`src/hdl/emx_alu.sv`:
```
// Purpose: Package and combinational result unit for the extended memory operations
// Assumes: One 8-bit operand from data memory, one from the accumulator
// Notes: Package holds every offset, field position and opcode, and the accumulator, flags and pointer reset values
package emx_pkg;
  // Register byte offsets on the bus
  localparam logic [7:0] EMX_OFF_CMD = 8'h00;
  localparam logic [7:0] EMX_OFF_ACC = 8'h04;
  localparam logic [7:0] EMX_OFF_FLAGS = 8'h08;
  localparam logic [7:0] EMX_OFF_MADDR = 8'h0c;
  localparam logic [7:0] EMX_OFF_MDATA = 8'h10;
  localparam logic [7:0] EMX_OFF_SEQ = 8'h14;
  // Command field positions
  localparam int EMX_CMD_OP_LSB = 0;
  localparam int EMX_CMD_BIT_LSB = 5;
  localparam int EMX_CMD_ADDR_LSB = 8;
  // Sequencer status bit positions
  localparam int EMX_SEQ_BUSY_BIT = 0;
  localparam int EMX_SEQ_SKIP_BIT = 1;
  localparam int EMX_SEQ_DUMMY_BIT = 2;
  // Reset values
  localparam logic [7:0] EMX_ACC_RST = 8'h00;
  localparam logic [5:0] EMX_FLAGS_RST = 6'h00;
  localparam logic [7:0] EMX_MADDR_RST = 8'h00;
  // Constants of the datapath
  localparam logic [7:0] EMX_ALL_ONES = 8'hff;
  localparam logic [7:0] EMX_ONE = 8'h01;
  localparam int EMX_MEM_DEPTH = 256;

  // Operation codes
  typedef enum logic [4:0] {
    EMX_OR_M = 5'h00, EMX_RL_M = 5'h01, EMX_RL_A = 5'h02, EMX_RLC_M = 5'h03,
    EMX_RLC_A = 5'h04, EMX_RR_M = 5'h05, EMX_RR_A = 5'h06, EMX_RRC_M = 5'h07,
    EMX_RRC_A = 5'h08, EMX_SBC_A = 5'h09, EMX_SBC_M = 5'h0a, EMX_SDZ_M = 5'h0b,
    EMX_SDZ_A = 5'h0c, EMX_SET_B = 5'h0d, EMX_SET_BIT = 5'h0e, EMX_SIZ_M = 5'h0f,
    EMX_SIZ_A = 5'h10, EMX_SNZ_BIT = 5'h11, EMX_SNZ_B = 5'h12, EMX_SUB_A = 5'h13,
    EMX_SUB_M = 5'h14, EMX_SWAP_M = 5'h15, EMX_SWAP_A = 5'h16
  } emx_op_t;

  // Status flags, carry in bit 0
  typedef struct packed {
    logic chained_zero_flag;
    logic signed_compare_flag;
    logic signed_wrap_flag;
    logic z;
    logic nibble_carry_flag;
    logic c;
  } emx_flags_t;

  // Command word as written by software
  typedef struct packed {
    logic [7:0] addr;
    logic [2:0] bit_sel;
    logic [4:0] op;
  } emx_cmd_t;

  // Result of one operation
  typedef struct packed {
    logic [7:0] result;
    logic wr_mem;
    logic wr_acc;
    logic skip;
    emx_flags_t flags;
  } emx_alu_out_t;
endpackage

`timescale 1ns/1ps
`default_nettype none

module emx_alu
  import emx_pkg::*;
(
  // Operation select
  input wire logic [4:0] op,
  input wire logic [2:0] bit_sel,
  // Operands
  input wire logic [7:0] acc,
  input wire logic [7:0] mdat,
  input wire emx_flags_t flags_in,
  // Result
  output emx_alu_out_t alu_out
);
  // Subtract as add of inverted operand; carry in is one or the carry flag
  wire logic is_sbc = (op == EMX_SBC_A) || (op == EMX_SBC_M);
  wire logic sub_cin = is_sbc ? flags_in.c : 1'b1;
  wire logic [4:0] sub_lo = {1'b0, acc[3:0]} + {1'b0, ~mdat[3:0]} + {4'h0, sub_cin};
  wire logic [8:0] sub_full = {1'b0, acc} + {1'b0, ~mdat} + {8'h00, sub_cin};
  wire logic [7:0] sub_res = sub_full[7:0];
  wire logic sub_ov = (acc[7] ^ mdat[7]) & (acc[7] ^ sub_res[7]);
  wire logic [7:0] dec_res = mdat - EMX_ONE;
  wire logic [7:0] inc_res = mdat + EMX_ONE;
  wire logic [7:0] or_res = acc | mdat;
  wire logic [7:0] bit_mask = EMX_ONE << bit_sel;

  // Per-operation result, destination, flags and skip
  always_comb
  begin
    alu_out = '0;
    alu_out.flags = flags_in;
    unique case (op)
      EMX_OR_M:
      begin
        alu_out.result = or_res; // see RULE1
        alu_out.wr_mem = 1'b1;
        alu_out.flags.z = (or_res == 8'h00); // see RULE19
      end
      EMX_RL_M, EMX_RL_A:
      begin
        alu_out.result = {mdat[6:0], mdat[7]}; // see RULE2
        alu_out.wr_mem = (op == EMX_RL_M);
        alu_out.wr_acc = (op == EMX_RL_A);
      end
      EMX_RLC_M, EMX_RLC_A:
      begin
        alu_out.result = {mdat[6:0], flags_in.c}; // see RULE3
        alu_out.flags.c = mdat[7];
        alu_out.wr_mem = (op == EMX_RLC_M);
        alu_out.wr_acc = (op == EMX_RLC_A);
      end
      EMX_RR_M, EMX_RR_A:
      begin
        alu_out.result = {mdat[0], mdat[7:1]}; // see RULE4
        alu_out.wr_mem = (op == EMX_RR_M);
        alu_out.wr_acc = (op == EMX_RR_A);
      end
      EMX_RRC_M, EMX_RRC_A:
      begin
        alu_out.result = {flags_in.c, mdat[7:1]}; // see RULE5
        alu_out.flags.c = mdat[0];
        alu_out.wr_mem = (op == EMX_RRC_M);
        alu_out.wr_acc = (op == EMX_RRC_A);
      end
      EMX_SBC_A, EMX_SBC_M, EMX_SUB_A, EMX_SUB_M:
      begin
        alu_out.result = sub_res; // see RULE6 see RULE7
        alu_out.wr_acc = (op == EMX_SBC_A) || (op == EMX_SUB_A);
        alu_out.wr_mem = (op == EMX_SBC_M) || (op == EMX_SUB_M);
        alu_out.flags.c = sub_full[8]; // see RULE8
        alu_out.flags.nibble_carry_flag = sub_lo[4];
        alu_out.flags.signed_wrap_flag = sub_ov;
        alu_out.flags.z = (sub_res == 8'h00); // see RULE19
        alu_out.flags.signed_compare_flag = sub_res[7] ^ sub_ov;
        // Borrowing form chains zero over multi-byte work
        alu_out.flags.chained_zero_flag = (sub_res == 8'h00) & (~is_sbc | flags_in.chained_zero_flag);
      end
      EMX_SDZ_M, EMX_SDZ_A:
      begin
        alu_out.result = dec_res; // see RULE9 see RULE11
        alu_out.wr_mem = (op == EMX_SDZ_M);
        alu_out.wr_acc = (op == EMX_SDZ_A);
        alu_out.skip = (dec_res == 8'h00);
      end
      EMX_SIZ_M, EMX_SIZ_A:
      begin
        alu_out.result = inc_res; // see RULE10 see RULE11
        alu_out.wr_mem = (op == EMX_SIZ_M);
        alu_out.wr_acc = (op == EMX_SIZ_A);
        alu_out.skip = (inc_res == 8'h00);
      end
      EMX_SET_B:
      begin
        alu_out.result = EMX_ALL_ONES; // see RULE13
        alu_out.wr_mem = 1'b1;
      end
      EMX_SET_BIT:
      begin
        alu_out.result = mdat | bit_mask; // see RULE14
        alu_out.wr_mem = 1'b1;
      end
      EMX_SNZ_BIT:
      begin
        alu_out.result = mdat;
        alu_out.skip = |(mdat & bit_mask); // see RULE15
      end
      EMX_SNZ_B:
      begin
        alu_out.result = mdat; // see RULE16
        alu_out.wr_mem = 1'b1;
        alu_out.skip = (mdat != 8'h00);
      end
      EMX_SWAP_M, EMX_SWAP_A:
      begin
        alu_out.result = {mdat[3:0], mdat[7:4]}; // see RULE17
        alu_out.wr_mem = (op == EMX_SWAP_M);
        alu_out.wr_acc = (op == EMX_SWAP_A);
      end
      default:
      begin
        // Unknown code: no write, no skip
        alu_out.result = mdat;
      end
    endcase
  end
endmodule

`default_nettype wire

```
`src/hdl/emx_core.sv`:
```
// Purpose: Extended memory operation datapath with sequencer and APB registers
// Assumes: pclk at 50 MHz, one instruction cycle per enabled clock
// Notes: Data memory is a flat array addressed directly in full
// Function
// RULE1 - OR accumulator into byte, zero flag only
// RULE2 - Rotate left, bit 7 to bit 0
// RULE3 - Rotate left through carry, carry only
// RULE4 - Rotate right, bit 0 to bit 7
// RULE5 - Rotate right through carry, carry only
// RULE6 - Subtract with borrow, six flags updated
// RULE7 - Plain subtract, same six flags
// RULE8 - Carry clear if negative, else set
// RULE9 - Decrement byte, write back, skip on zero
// RULE10 - Increment byte, write back, skip on zero
// RULE11 - Accumulator forms leave memory untouched
// RULE12 - Taken skip costs three instruction cycles
// RULE13 - Set byte to all ones, no flags
// RULE14 - Set selected bit only, no flags
// RULE15 - Skip when selected bit is one
// RULE16 - Rewrite byte, skip when nonzero
// RULE17 - Swap nibbles to memory or accumulator
// RULE18 - Any data memory byte addressed directly
// RULE19 - Zero flag reflects 8-bit result
// RULE20 - Dummy cycle discards fetched instruction
`timescale 1ns/1ps
`default_nettype none

module emx_core
  import emx_pkg::*;
(
  // Clock, reset, enable
  input wire logic pclk,
  input wire logic presetn,
  input wire logic ce,
  // APB slave
  input wire logic psel,
  input wire logic penable,
  input wire logic pwrite,
  input wire logic [7:0] paddr,
  input wire logic [31:0] pwdata,
  output logic [31:0] prdata,
  output logic pready,
  output logic pslverr,
  // Sequencer status
  output logic busy,
  output logic discard_fetch
);
  // Sequencer states
  typedef enum logic [1:0] {
    S_IDLE = 2'b00,
    S_EXEC = 2'b01,
    S_FETCH = 2'b10,
    S_DUMMY = 2'b11
  } emx_state_t;

  emx_state_t state; // Current cycle of the instruction
  emx_state_t next_state; // Following cycle
  emx_cmd_t cmd; // Latched command
  logic [7:0] acc; // Accumulator
  emx_flags_t flags; // Status flags
  logic [7:0] maddr; // Software memory pointer
  logic skip_pend; // Skip decided in execute cycle
  logic last_skip; // Last instruction skipped
  logic [7:0] mem [0:EMX_MEM_DEPTH-1]; // Data memory, all sections
  emx_alu_out_t alu_out; // Datapath result

  // Bus decode
  wire logic apb_acc = psel & penable & ce;
  wire logic apb_wr = apb_acc & pwrite;
  wire logic idle = (state == S_IDLE);
  wire logic hit_cmd = (paddr == EMX_OFF_CMD);
  wire logic hit_acc = (paddr == EMX_OFF_ACC);
  wire logic hit_flags = (paddr == EMX_OFF_FLAGS);
  wire logic hit_maddr = (paddr == EMX_OFF_MADDR);
  wire logic hit_mdata = (paddr == EMX_OFF_MDATA);
  wire logic hit_seq = (paddr == EMX_OFF_SEQ);
  wire logic hit_any = hit_cmd | hit_acc | hit_flags | hit_maddr | hit_mdata | hit_seq;
  // Writes that change state are only taken while idle, except the memory pointer
  wire logic wr_cmd = apb_wr & hit_cmd & idle;
  wire logic wr_acc_bus = apb_wr & hit_acc & idle;
  wire logic wr_flags_bus = apb_wr & hit_flags & idle;
  wire logic wr_maddr = apb_wr & hit_maddr;
  wire logic wr_mdata_bus = apb_wr & hit_mdata & idle;

  // Operand read from the full address, bank free
  wire logic [7:0] mdat = mem[cmd.addr]; // see RULE18
  wire logic exec = ce & (state == S_EXEC);
  wire logic exec_wr_mem = exec & alu_out.wr_mem;
  wire logic exec_wr_acc = exec & alu_out.wr_acc;
  wire logic [7:0] seq_word = {5'h00, state == S_DUMMY, last_skip, ~idle};

  // Result unit
  emx_alu u_alu (
    .op(cmd.op),
    .bit_sel(cmd.bit_sel),
    .acc(acc),
    .mdat(mdat),
    .flags_in(flags),
    .alu_out(alu_out)
  );

  // Bus answers at once while enabled
  assign pready = ce;
  assign pslverr = psel & penable & ~hit_any;
  assign busy = ~idle;
  assign discard_fetch = (state == S_DUMMY); // see RULE20

  // Read mux
  always_comb
  begin
    prdata = 32'h0000_0000;
    if (psel && !pwrite)
    begin
      if (hit_cmd)
        prdata = {16'h0000, cmd};
      else if (hit_acc)
        prdata = {24'h00_0000, acc};
      else if (hit_flags)
        prdata = {26'h000_0000, flags};
      else if (hit_maddr)
        prdata = {24'h00_0000, maddr};
      else if (hit_mdata)
        prdata = {24'h00_0000, mem[maddr]};
      else if (hit_seq)
        prdata = {24'h00_0000, seq_word};
    end
  end

  // Next sequencer state
  always_comb
  begin
    next_state = state;
    unique case (state)
      S_IDLE:
        if (wr_cmd)
          next_state = S_EXEC;
      S_EXEC:
        next_state = S_FETCH;
      S_FETCH:
        next_state = skip_pend ? S_DUMMY : S_IDLE; // see RULE12
      S_DUMMY:
        next_state = S_IDLE;
    endcase
  end

  // Sequencer and command latch
  always_ff @(posedge pclk or negedge presetn)
  begin
    if (!presetn)
    begin
      state <= S_IDLE;
      cmd <= '0;
      skip_pend <= 1'b0;
      last_skip <= 1'b0;
    end
    else if (ce)
    begin
      state <= next_state;
      if (wr_cmd)
        cmd <= pwdata[15:0];
      if (state == S_EXEC)
        skip_pend <= alu_out.skip; // see RULE12
      if (state == S_FETCH)
        last_skip <= skip_pend;
    end
  end

  // Accumulator and flags; dummy cycle writes nothing
  always_ff @(posedge pclk or negedge presetn)
  begin
    if (!presetn)
    begin
      acc <= EMX_ACC_RST;
      flags <= EMX_FLAGS_RST;
    end
    else
    begin
      if (exec_wr_acc)
        acc <= alu_out.result; // see RULE11
      else if (wr_acc_bus)
        acc <= pwdata[7:0];
      if (exec)
        flags <= alu_out.flags;
      else if (wr_flags_bus)
        flags <= pwdata[5:0];
    end
  end

  // Memory pointer
  always_ff @(posedge pclk or negedge presetn)
  begin
    if (!presetn)
      maddr <= EMX_MADDR_RST;
    else if (wr_maddr)
      maddr <= pwdata[7:0];
  end

  // Data memory write port
  always_ff @(posedge pclk)
  begin
    if (exec_wr_mem)
      mem[cmd.addr] <= alu_out.result; // see RULE18
    else if (wr_mdata_bus)
      mem[maddr] <= pwdata[7:0];
  end

  // Checks
  a_or_zero_only: assert property (@(posedge pclk) disable iff (!presetn) // see RULE1
    exec && cmd.op == EMX_OR_M |=> mem[$past(cmd.addr)] == ($past(acc) | $past(mdat))
      && flags.z == (($past(acc) | $past(mdat)) == 8'h00) && flags.c == $past(flags.c))
    else $error("OR into memory result or flags wrong");

  a_rotl_acc: assert property (@(posedge pclk) disable iff (!presetn) // see RULE2
    exec && cmd.op == EMX_RL_A |=> acc == {$past(mdat[6:0]), $past(mdat[7])} && flags == $past(flags))
    else $error("Rotate left to accumulator wrong");

  a_rlc_carry: assert property (@(posedge pclk) disable iff (!presetn) // see RULE3
    exec && cmd.op == EMX_RLC_A |=> flags.c == $past(mdat[7]) && acc[0] == $past(flags.c))
    else $error("Rotate left through carry wrong");

  a_rrc_mem: assert property (@(posedge pclk) disable iff (!presetn) // see RULE5
    exec && cmd.op == EMX_RRC_M |=> flags.c == $past(mdat[0])
      && mem[$past(cmd.addr)] == {$past(flags.c), $past(mdat[7:1])} && acc == $past(acc))
    else $error("Rotate right through carry wrong");

  a_sub_carry: assert property (@(posedge pclk) disable iff (!presetn) // see RULE8
    exec && cmd.op == EMX_SUB_A |=> flags.c == ($past(acc) >= $past(mdat))
      && acc == 8'($past(acc) - $past(mdat)))
    else $error("Subtract carry or result wrong");

  a_sbc_borrow: assert property (@(posedge pclk) disable iff (!presetn) // see RULE6
    exec && cmd.op == EMX_SBC_M && !flags.c |=> mem[$past(cmd.addr)] == 8'($past(acc) - $past(mdat) - 8'h01))
    else $error("Subtract with borrow result wrong");

  a_skip_three: assert property (@(posedge pclk) disable iff (!presetn) // see RULE12
    exec && alu_out.skip ##1 ce |=> state == S_DUMMY)
    else $error("Taken skip did not insert dummy cycle");

  a_noskip_two: assert property (@(posedge pclk) disable iff (!presetn) // see RULE12
    exec && !alu_out.skip ##1 ce |=> state == S_IDLE)
    else $error("Untaken skip inserted a cycle");

  a_dummy_quiet: assert property (@(posedge pclk) disable iff (!presetn) // see RULE20
    state == S_DUMMY |=> acc == $past(acc) && flags == $past(flags))
    else $error("Dummy cycle changed state");

  a_siz_acc: assert property (@(posedge pclk) disable iff (!presetn) // see RULE11
    exec && cmd.op == EMX_SIZ_A |=> acc == 8'($past(mdat) + 8'h01)
      && mem[$past(cmd.addr)] == $past(mdat) && skip_pend == (acc == 8'h00))
    else $error("Increment to accumulator wrong");

  a_set_byte: assert property (@(posedge pclk) disable iff (!presetn) // see RULE13
    exec && cmd.op == EMX_SET_B |=> mem[$past(cmd.addr)] == 8'hff && flags == $past(flags))
    else $error("Set byte wrong");

  a_swap_acc: assert property (@(posedge pclk) disable iff (!presetn) // see RULE17
    exec && cmd.op == EMX_SWAP_A |=> acc == {$past(mdat[3:0]), $past(mdat[7:4])})
    else $error("Nibble swap to accumulator wrong");

  // Memory forms of the plain rotates and the swap leave accumulator and flags alone
  a_rotl_mem: assert property (@(posedge pclk) disable iff (!presetn) // see RULE2
    exec && cmd.op == EMX_RL_M |=> mem[$past(cmd.addr)] == {$past(mdat[6:0]), $past(mdat[7])}
      && acc == $past(acc) && flags == $past(flags))
    else $error("Rotate left to memory wrong");

  a_rotr_mem: assert property (@(posedge pclk) disable iff (!presetn) // see RULE4
    exec && cmd.op == EMX_RR_M |=> mem[$past(cmd.addr)] == {$past(mdat[0]), $past(mdat[7:1])}
      && acc == $past(acc) && flags == $past(flags))
    else $error("Rotate right to memory wrong");

  a_swap_mem: assert property (@(posedge pclk) disable iff (!presetn) // see RULE17
    exec && cmd.op == EMX_SWAP_M |=> mem[$past(cmd.addr)] == {$past(mdat[3:0]), $past(mdat[7:4])}
      && acc == $past(acc) && flags == $past(flags))
    else $error("Nibble swap to memory wrong");

  // Plain subtract into memory, zero and chained zero agree
  a_sub_mem: assert property (@(posedge pclk) disable iff (!presetn) // see RULE7
    exec && cmd.op == EMX_SUB_M |=> mem[$past(cmd.addr)] == 8'($past(acc) - $past(mdat)) && acc == $past(acc)
      && flags.z == (mem[$past(cmd.addr)] == 8'h00) && flags.chained_zero_flag == flags.z)
    else $error("Subtract to memory wrong");

  // Skip and set-bit forms: written value, skip decision except for set bit, flags kept except for the accumulator decrement
  a_sdz_mem: assert property (@(posedge pclk) disable iff (!presetn) // see RULE9
    exec && cmd.op == EMX_SDZ_M |=> mem[$past(cmd.addr)] == 8'($past(mdat) - 8'h01)
      && skip_pend == ($past(mdat) == 8'h01) && flags == $past(flags))
    else $error("Decrement and skip to memory wrong");

  a_siz_mem: assert property (@(posedge pclk) disable iff (!presetn) // see RULE10
    exec && cmd.op == EMX_SIZ_M |=> mem[$past(cmd.addr)] == 8'($past(mdat) + 8'h01)
      && skip_pend == ($past(mdat) == 8'hff) && flags == $past(flags))
    else $error("Increment and skip to memory wrong");

  a_sdz_acc: assert property (@(posedge pclk) disable iff (!presetn) // see RULE11
    exec && cmd.op == EMX_SDZ_A |=> acc == 8'($past(mdat) - 8'h01)
      && mem[$past(cmd.addr)] == $past(mdat) && skip_pend == (acc == 8'h00))
    else $error("Decrement to accumulator wrong");

  a_set_bit: assert property (@(posedge pclk) disable iff (!presetn) // see RULE14
    exec && cmd.op == EMX_SET_BIT |=> mem[$past(cmd.addr)] == ($past(mdat) | (8'h01 << $past(cmd.bit_sel)))
      && flags == $past(flags))
    else $error("Set bit wrong");

  a_bit_skip: assert property (@(posedge pclk) disable iff (!presetn) // see RULE15
    exec && cmd.op == EMX_SNZ_BIT |=> skip_pend == $past(mdat[cmd.bit_sel])
      && mem[$past(cmd.addr)] == $past(mdat) && flags == $past(flags))
    else $error("Bit test skip wrong");

  a_byte_skip: assert property (@(posedge pclk) disable iff (!presetn) // see RULE16
    exec && cmd.op == EMX_SNZ_B |=> skip_pend == ($past(mdat) != 8'h00)
      && mem[$past(cmd.addr)] == $past(mdat) && flags == $past(flags))
    else $error("Byte test skip wrong");

  // One dummy cycle only, then back to idle
  a_dummy_one: assert property (@(posedge pclk) disable iff (!presetn) // see RULE12
    state == S_DUMMY && ce |=> state == S_IDLE)
    else $error("Dummy cycle lasted too long");
endmodule

`default_nettype wire

```
`config.mk`:
```
export PLATFORM = sky130hd
export DESIGN_NAME = emx_core
export DESIGN_NICKNAME = d
export VERILOG_FILES = /design/src/hdl/emx_alu.sv /design/src/hdl/emx_core.sv
export SDC_FILE = /design/constraint.sdc
export NUM_CORES = 2
export LEC_CHECK = 0
export ABC_CLOCK_PERIOD_IN_PS = 19200
export BUFFER_PORTS_ARGS = -buffer_cell sky130_fd_sc_hd__buf_4
export CAP_MARGIN = 10
export CORE_MARGIN = 2
export CORE_UTILIZATION = 45
export CTS_CLUSTER_SIZE = 28
export DETAILED_ROUTE_END_ITERATION = 8
export PLACE_DENSITY = 0.71
export SLEW_MARGIN = 20
export SYNTH_ARGS = -nofsm -noshare
export SYNTH_HDL_FRONTEND = slang
export SYNTH_SLANG_ARGS = --single-unit
```
`constraint.sdc`:
```
create_clock -name pclk -period 19.2 [get_ports pclk]
set_input_delay 0 -clock pclk [delete_from_list [all_inputs] [get_ports pclk]]
set_output_delay 0 -clock pclk [all_outputs]
set_load 0.01 [all_outputs]
```
# Yosys cells after proc, flatten, opt, wreduce, memory -nomap -nowiden
# Memory sizes are Yosys's and may differ from the RTL's.
# Index checks and enable logic that the tools add are counted.
# W data, S select, Z words.
[classes] add_sub_neg=6 eq_ne=34 n_shift=1 n_mux=31 bitwise_logic=35 reduce_logical=33
[op_table] cell="$pmux W8 S11" n=1
[op_table] cell="$mux W32" n=2
[op_table] cell="$mux W8" n=8
[op_table] cell="$eq A5 B4 Y1 const B" n=8
[op_table] cell="$logic_not A8 Y1" n=5
[op_table] cell="$eq A5 B5 Y1 const B" n=7
[op_table] cell="$eq A5 B3 Y1 const B" n=4
[op_table] cell="$and A1 B1 Y1" n=18
[op_table] cell="$eq A8 B4 Y1 const B" n=2
[op_table] cell="$eq A8 B5 Y1 const B" n=2
[op_table] cell="$or A8 B8 Y8" n=2
[op_table] cell="$reduce_or A8 Y1" n=2
[op_table] cell="$reduce_and A2 Y1" n=7
[op_table] cell="$reduce_or A2 Y1" n=7
[op_table] cell="$mux W6" n=2
[op_table] cell="$eq A5 B2 Y1 const B" n=2
[op_table] cell="$add A8 B8 Y9" n=1
[op_table] cell="$add A9 B1 Y9" n=1
[op_table] cell="$pmux W1 S9" n=1
[op_table] cell="$add A8 B1 Y8 const B" n=1
[op_table] cell="$and A8 B8 Y8" n=1
[op_table] cell="$eq A8 B3 Y1 const B" n=1
[op_table] cell="$mux W1" n=8
[op_table] cell="$not A8 Y8" n=1
[op_table] cell="other kinds (29)" n=46
[totals] regBits=42 mem_bits_rw=2048 input_bits=46 out_inout_bits=36 mem_count=1
[mem_list] name="mem" depth=256 width=8 read_ports=2 rd_ports_with_merged_regs=0 write_ports=1 line_no="emx_core.sv:64" text="logic [7:0] mem [0:EMX_MEM_DEPTH-1];"

# Longest topological paths before layout
[logic_depth] ltp_word=10 depth_mapped=30

# Modules after synthesis
# From an unflattened synthesis, not the netlist that was laid out.
[hier_totals] cells_unflattened=5276 hier_area_um2=100687.8
[by_module_without_submodules] mod="emx_core" instances=1 cells_each=4889 area_per_inst_um2=98219.2
[by_module_without_submodules] mod="emx_alu" instances=1 cells_each=387 area_per_inst_um2=2468.6

# Worst setup path after synthesis
# Ideal clock, no wire load.
[synth_path] path_type="register -> register" startpoint="register cmd[8] (netlist bit)" endpoint="memory mem[0][7], data pin" setup_time_ns=2.187 arrival_ns=14.375 required_ns=17.013 path_slack_ns=2.638 stages_incl_launch_ff=29 n_path_buf=6 period_less_slack_ns=16.562 path_cell_list="dfrtp_1 -> buf_6 -> buf_12 -> buf_12 -> buf_6 -> buf_6 -> nor3b_1 -> a32oi_1 -> and4_1 -> a221oi_1 -> nand4_1 -> a2bb2oi_2 -> buf_2 -> fa_1 -> nand2b_1 -> a21oi_1 -> o21bai_1 -> a21oi_1 -> nor2_1 -> nor2_1 -> nor2_1 -> o21ai_0 -> fa_1 -> a211oi_1 -> o21ai_0 -> nor3_1 -> o31ai_1 -> a221oi_2 -> o21ai_0"
[synth_via] elab_chain_len=6 word_cells_on_any_way=10
[synth_rtl] element="start: declaration" line_no="emx_core.sv:58" text="emx_cmd_t cmd;"
[synth_rtl] element="start signal: assignment" line_no="emx_core.sv:160" text="cmd <= pwdata[15:0];"
[synth_rtl] element="$mem_v2 Z256 W8 (*)"
[synth_rtl] element="$not A8 Y8" line_no="emx_alu.sv:86" text="wire logic [8:0] sub_full = {1'b0, acc} + {1'b0, ~mdat} + {8'h00, sub_cin};"
[synth_rtl] element="$add A8 B8 Y9" line_no="emx_alu.sv:86"
[synth_rtl] element="$add A9 B1 Y9" line_no="emx_alu.sv:86"
[synth_rtl] element="$pmux W8 S11 (*)" line_no="emx_alu.sv:99" text="unique case (op)"
[synth_rtl] element="$mux W8 (no source line) (*)"
[synth_rtl] element="end: declaration" line_no="emx_core.sv:64"
# Every way passes the cells marked *; elsewhere a longest branch is shown, timed or not.

# Worst setup path in the final report
[layout_path] startpoint="register cmd[8] (netlist bit)" endpoint="memory mem[17][7], data pin"
# Same word-level chain as after synthesis.

==> impl_metrics.json <==
{
  "antenna_found_initial": 17,
  "dp_hpwl_um": 211000,
  "drive_above_1_share_pct": 33.0,
  "critPathLaunchType": "flip-flop",
  "fp.dieW_um": 477,
  "cpLargestDelayFamily": "compound AO/OA/AOI/OAI gates",
  "drc": 0,
  "cp_slowest_cell": "dfrtp_4",
  "io_buffers": 49,
  "slowest_delay_ns": 1.02,
  "relSlewSlack_pct": 9.42,
  "synth_area_leaders": "edfxtp_1 61%, mux4_2 25%, mux2i_1 1.9%, nor2_1 1.3%, dfrtp_1 1.0%",
  "via_count": 60200,
  "synthFlopType": "edfxtp_1",
  "status": "finished, final reports clean",
  "clock_sinks": 2090,
  "setup-violations-final": 0,
  "first_pass_iters": 8,
  "ios": 82,
  "final_core_util_pct": 50.2,
  "rows": 173,
  "clk_path_buf_depth": 3,
  "crit_path_end_kind": "flip-flop",
  "cts_buffers": 208,
  "dpl-instance-area_mm2": 0.104,
  "tightestPinTransition_ns": 1.35,
  "vdd.ir_drop.worst_v": 0.0000758,
  "drt-initial-drc-count": 10200,
  "top_usage_layer": "met2",
  "yosys_warnings": 0,
  "worstPathArrival_ns": 11.30,
  "viasPerCell": 7.09,
  "crit_path_max_fanout": 82,
  "nets": 5398,
  "leakagePower_nw": 32.2,
  "ant_nets": 0,
  "synth_area_mm2": 0.101,
  "ys_seq_elements": 2090,
  "use_met2_pct": 42.0,
  "die_h_um": 477,
  "yosysTopAreaCell": "edfxtp_1",
  "min_period_ns": 10.76,
  "synthToLayoutAreaGrowth_pct": 11.0,
  "wl_um": 332000,
  "grt_pass1_wl_um": 460000,
  "critical_path_buf_inv_count": 6,
  "core_area_mm2": 0.222,
  "clk_pin_slew_ns": 0.06,
  "layout_commonest_cell": "edfxtp_1",
  "die-area_mm2": 0.227,
  "drv_slew": 0,
  "reg2reg_slack_ns": 8.44,
  "gr-usage-all-layers_pct": 28.8,
  "synth_enable_flop_cells": 2048,
  "met1_usage_pct": 37.1,
  "synth-seq-area-share_pct": 62.2,
  "fmax_mhz": 92.9,
  "grt_overflow": 0,
  "cts-root-buf": "clkbuf_16",
  "path_class": "reg2reg",
  "final_cell_area_mm2": 0.112,
  "cp_data_required_time_ns": 19.74,
  "grt_pass1_vias": 58700,
  "register_area_mm2": 0.0626,
  "use_met3_pct": 10.0,
  "hp-class": "in2reg",
  "fin_skew_ns": 0.0737,
  "start_util_pct": 45.3,
  "maxCapViolations": 0,
  "final_cell_mix": "2048 x edfxtp_1, 1126 x mux4_2, 307 x nor2_1",
  "fin_tns_setup_ns": 0,
  "yosysTopAreaCellShare_pct": 61.2,
  "multiInputGateArea_mm2": 0.0359,
  "cp_common_cell": "buf_4",
  "power_mw": 9.65,
  "syn-instance-count": 5284,
  "routabilityCongestion": 0.970,
  "ys_types": 92,
  "post-cts-setup-buffers": 0,
  "clk_latency_ns": 0.91,
  "synthArstFlopShare_pct": 2.01,
  "fin_crit_sh_pct": 56.1,
  "cts_tree": "built",
  "syn_area_per_cell_um2": 19.0,
  "routedWlPerCell_um": 39.0,
  "hold_viol": 0,
  "num-fill-cells": 17600,
  "rsz0062_at_grt": "false",
  "powerDensity_mw_per_mm2": 86.5,
  "htreeDepth": 4,
  "grt_start_max_net_pins": 257
}
layout make-up:
cell class | count | share of cell area (%)
diodes | 7 | 0.0157
clock buffers | 245 | 4.83
clock inverters | 147 | 1.44
inverters | 34 | 0.116
multi-input cells | 2732 | 32.1
flip-flops and latches | 2090 | 56.1
well taps | 2975 | 3.34
repair buffers | 264 | 2.01
registers in the layout, summed over array words and instances, names as in the netlist:
register and count:
mem 2048, skip_pend 1, maddr 8, last_skip 1, cmd 16, flags 6, state 2, acc 8
cell families after synthesis:
kind of cell | after synthesis | synth area share [%]
mux | 1371 | 27.7
flops | 2090 | 62.2
fa+ha+maj | 22 | 0.296
buf+inv | 477 | 2.44
simple gates | 797 | 3.62
compound gates | 514 | 3.56
other cells | 1 | 0.00373
xor+xnor | 12 | 0.105
where the power goes:
part           leakage, nW  internal (mW)  total [mW]  switching, mW
sequential            17.9           5.05        5.06        0.00986
clock                 3.40           2.38        4.22           1.84
combinational         10.8          0.104       0.365          0.261
per-stage QoR:
stage                     setup WS, ns  cells  hold WS [ns]
after global routing              8.03   8487        0.0712
after global placement            8.56   8048         0.131
after CTS                         8.26   8484       0.00189
after detailed placement          8.38   8048         0.133
after floorplan                   2.64   5299        -0.296
final                             8.44   8494        0.0507
path summary, 6_finish.rpt:
check / start / endpoint / depth (start not counted)
setup / recovery: cmd[8]$_DFFE_PN0P_ / mem[17][7]$_DFFE_PP_ / 27
hold / removal: ce / last_skip$_DFFE_PN0P_ / 4
setup reg to reg: cmd[8]$_DFFE_PN0P_ / mem[17][7]$_DFFE_PP_ / 27
hold reg to reg: last_skip$_DFFE_PN0P_ / last_skip$_DFFE_PN0P_ / 2
max in group asynchronous: presetn / cmd[10]$_DFFE_PN0P_ / 4
min in group asynchronous: presetn / acc[7]$_DFFE_PN0P_ / 4
cell usage after synthesis, types with 23 or more instances:
library cell	number
edfxtp_1	2048
mux4_2	1126
nor2_1	343
clkbuf_1	193
mux2i_1	193
nand2_1	179
a22oi_1	130
buf_2	102
a21oi_1	97
o21ai_0	76
buf_1	56
mux2_2	52
nand3_1	48
buf_4	46
dfrtp_1	42
nor3_1	39
buf_6	37
o22ai_1	32
inv_1	31
nor2b_1	31
a211oi_1	25
nand2b_1	25
nand4_1	23
worst register-to-register path, delay by kind of cell, from the launching register on:
| kind | cells | cell delay, ns |
|---|---|---|
| compound gates | 13 | 3.68 |
| buf+inv | 6 | 3.65 |
| flops | 1 | 1.02 |
| fa+ha+maj | 2 | 0.84 |
| mux | 1 | 0.60 |
| simple gates | 5 | 0.59 |
layer usage:
metal  wire, um  vias to the layer above
met1     112000                    31300
met2     146000                     5128
met3      49000                     1091
li1           -                    22700
met4      24400                       18
met5        120                        -
what timing repair did:
| item | 4_1_cts | 5_1_grt |
|---|---|---|
| resized for setup | 0 | 0 |
| hold buffers | 44 | 0 |
| endpoints found under the hold margin | 188 | 0 |
Power figures use the tool's default switching activity.
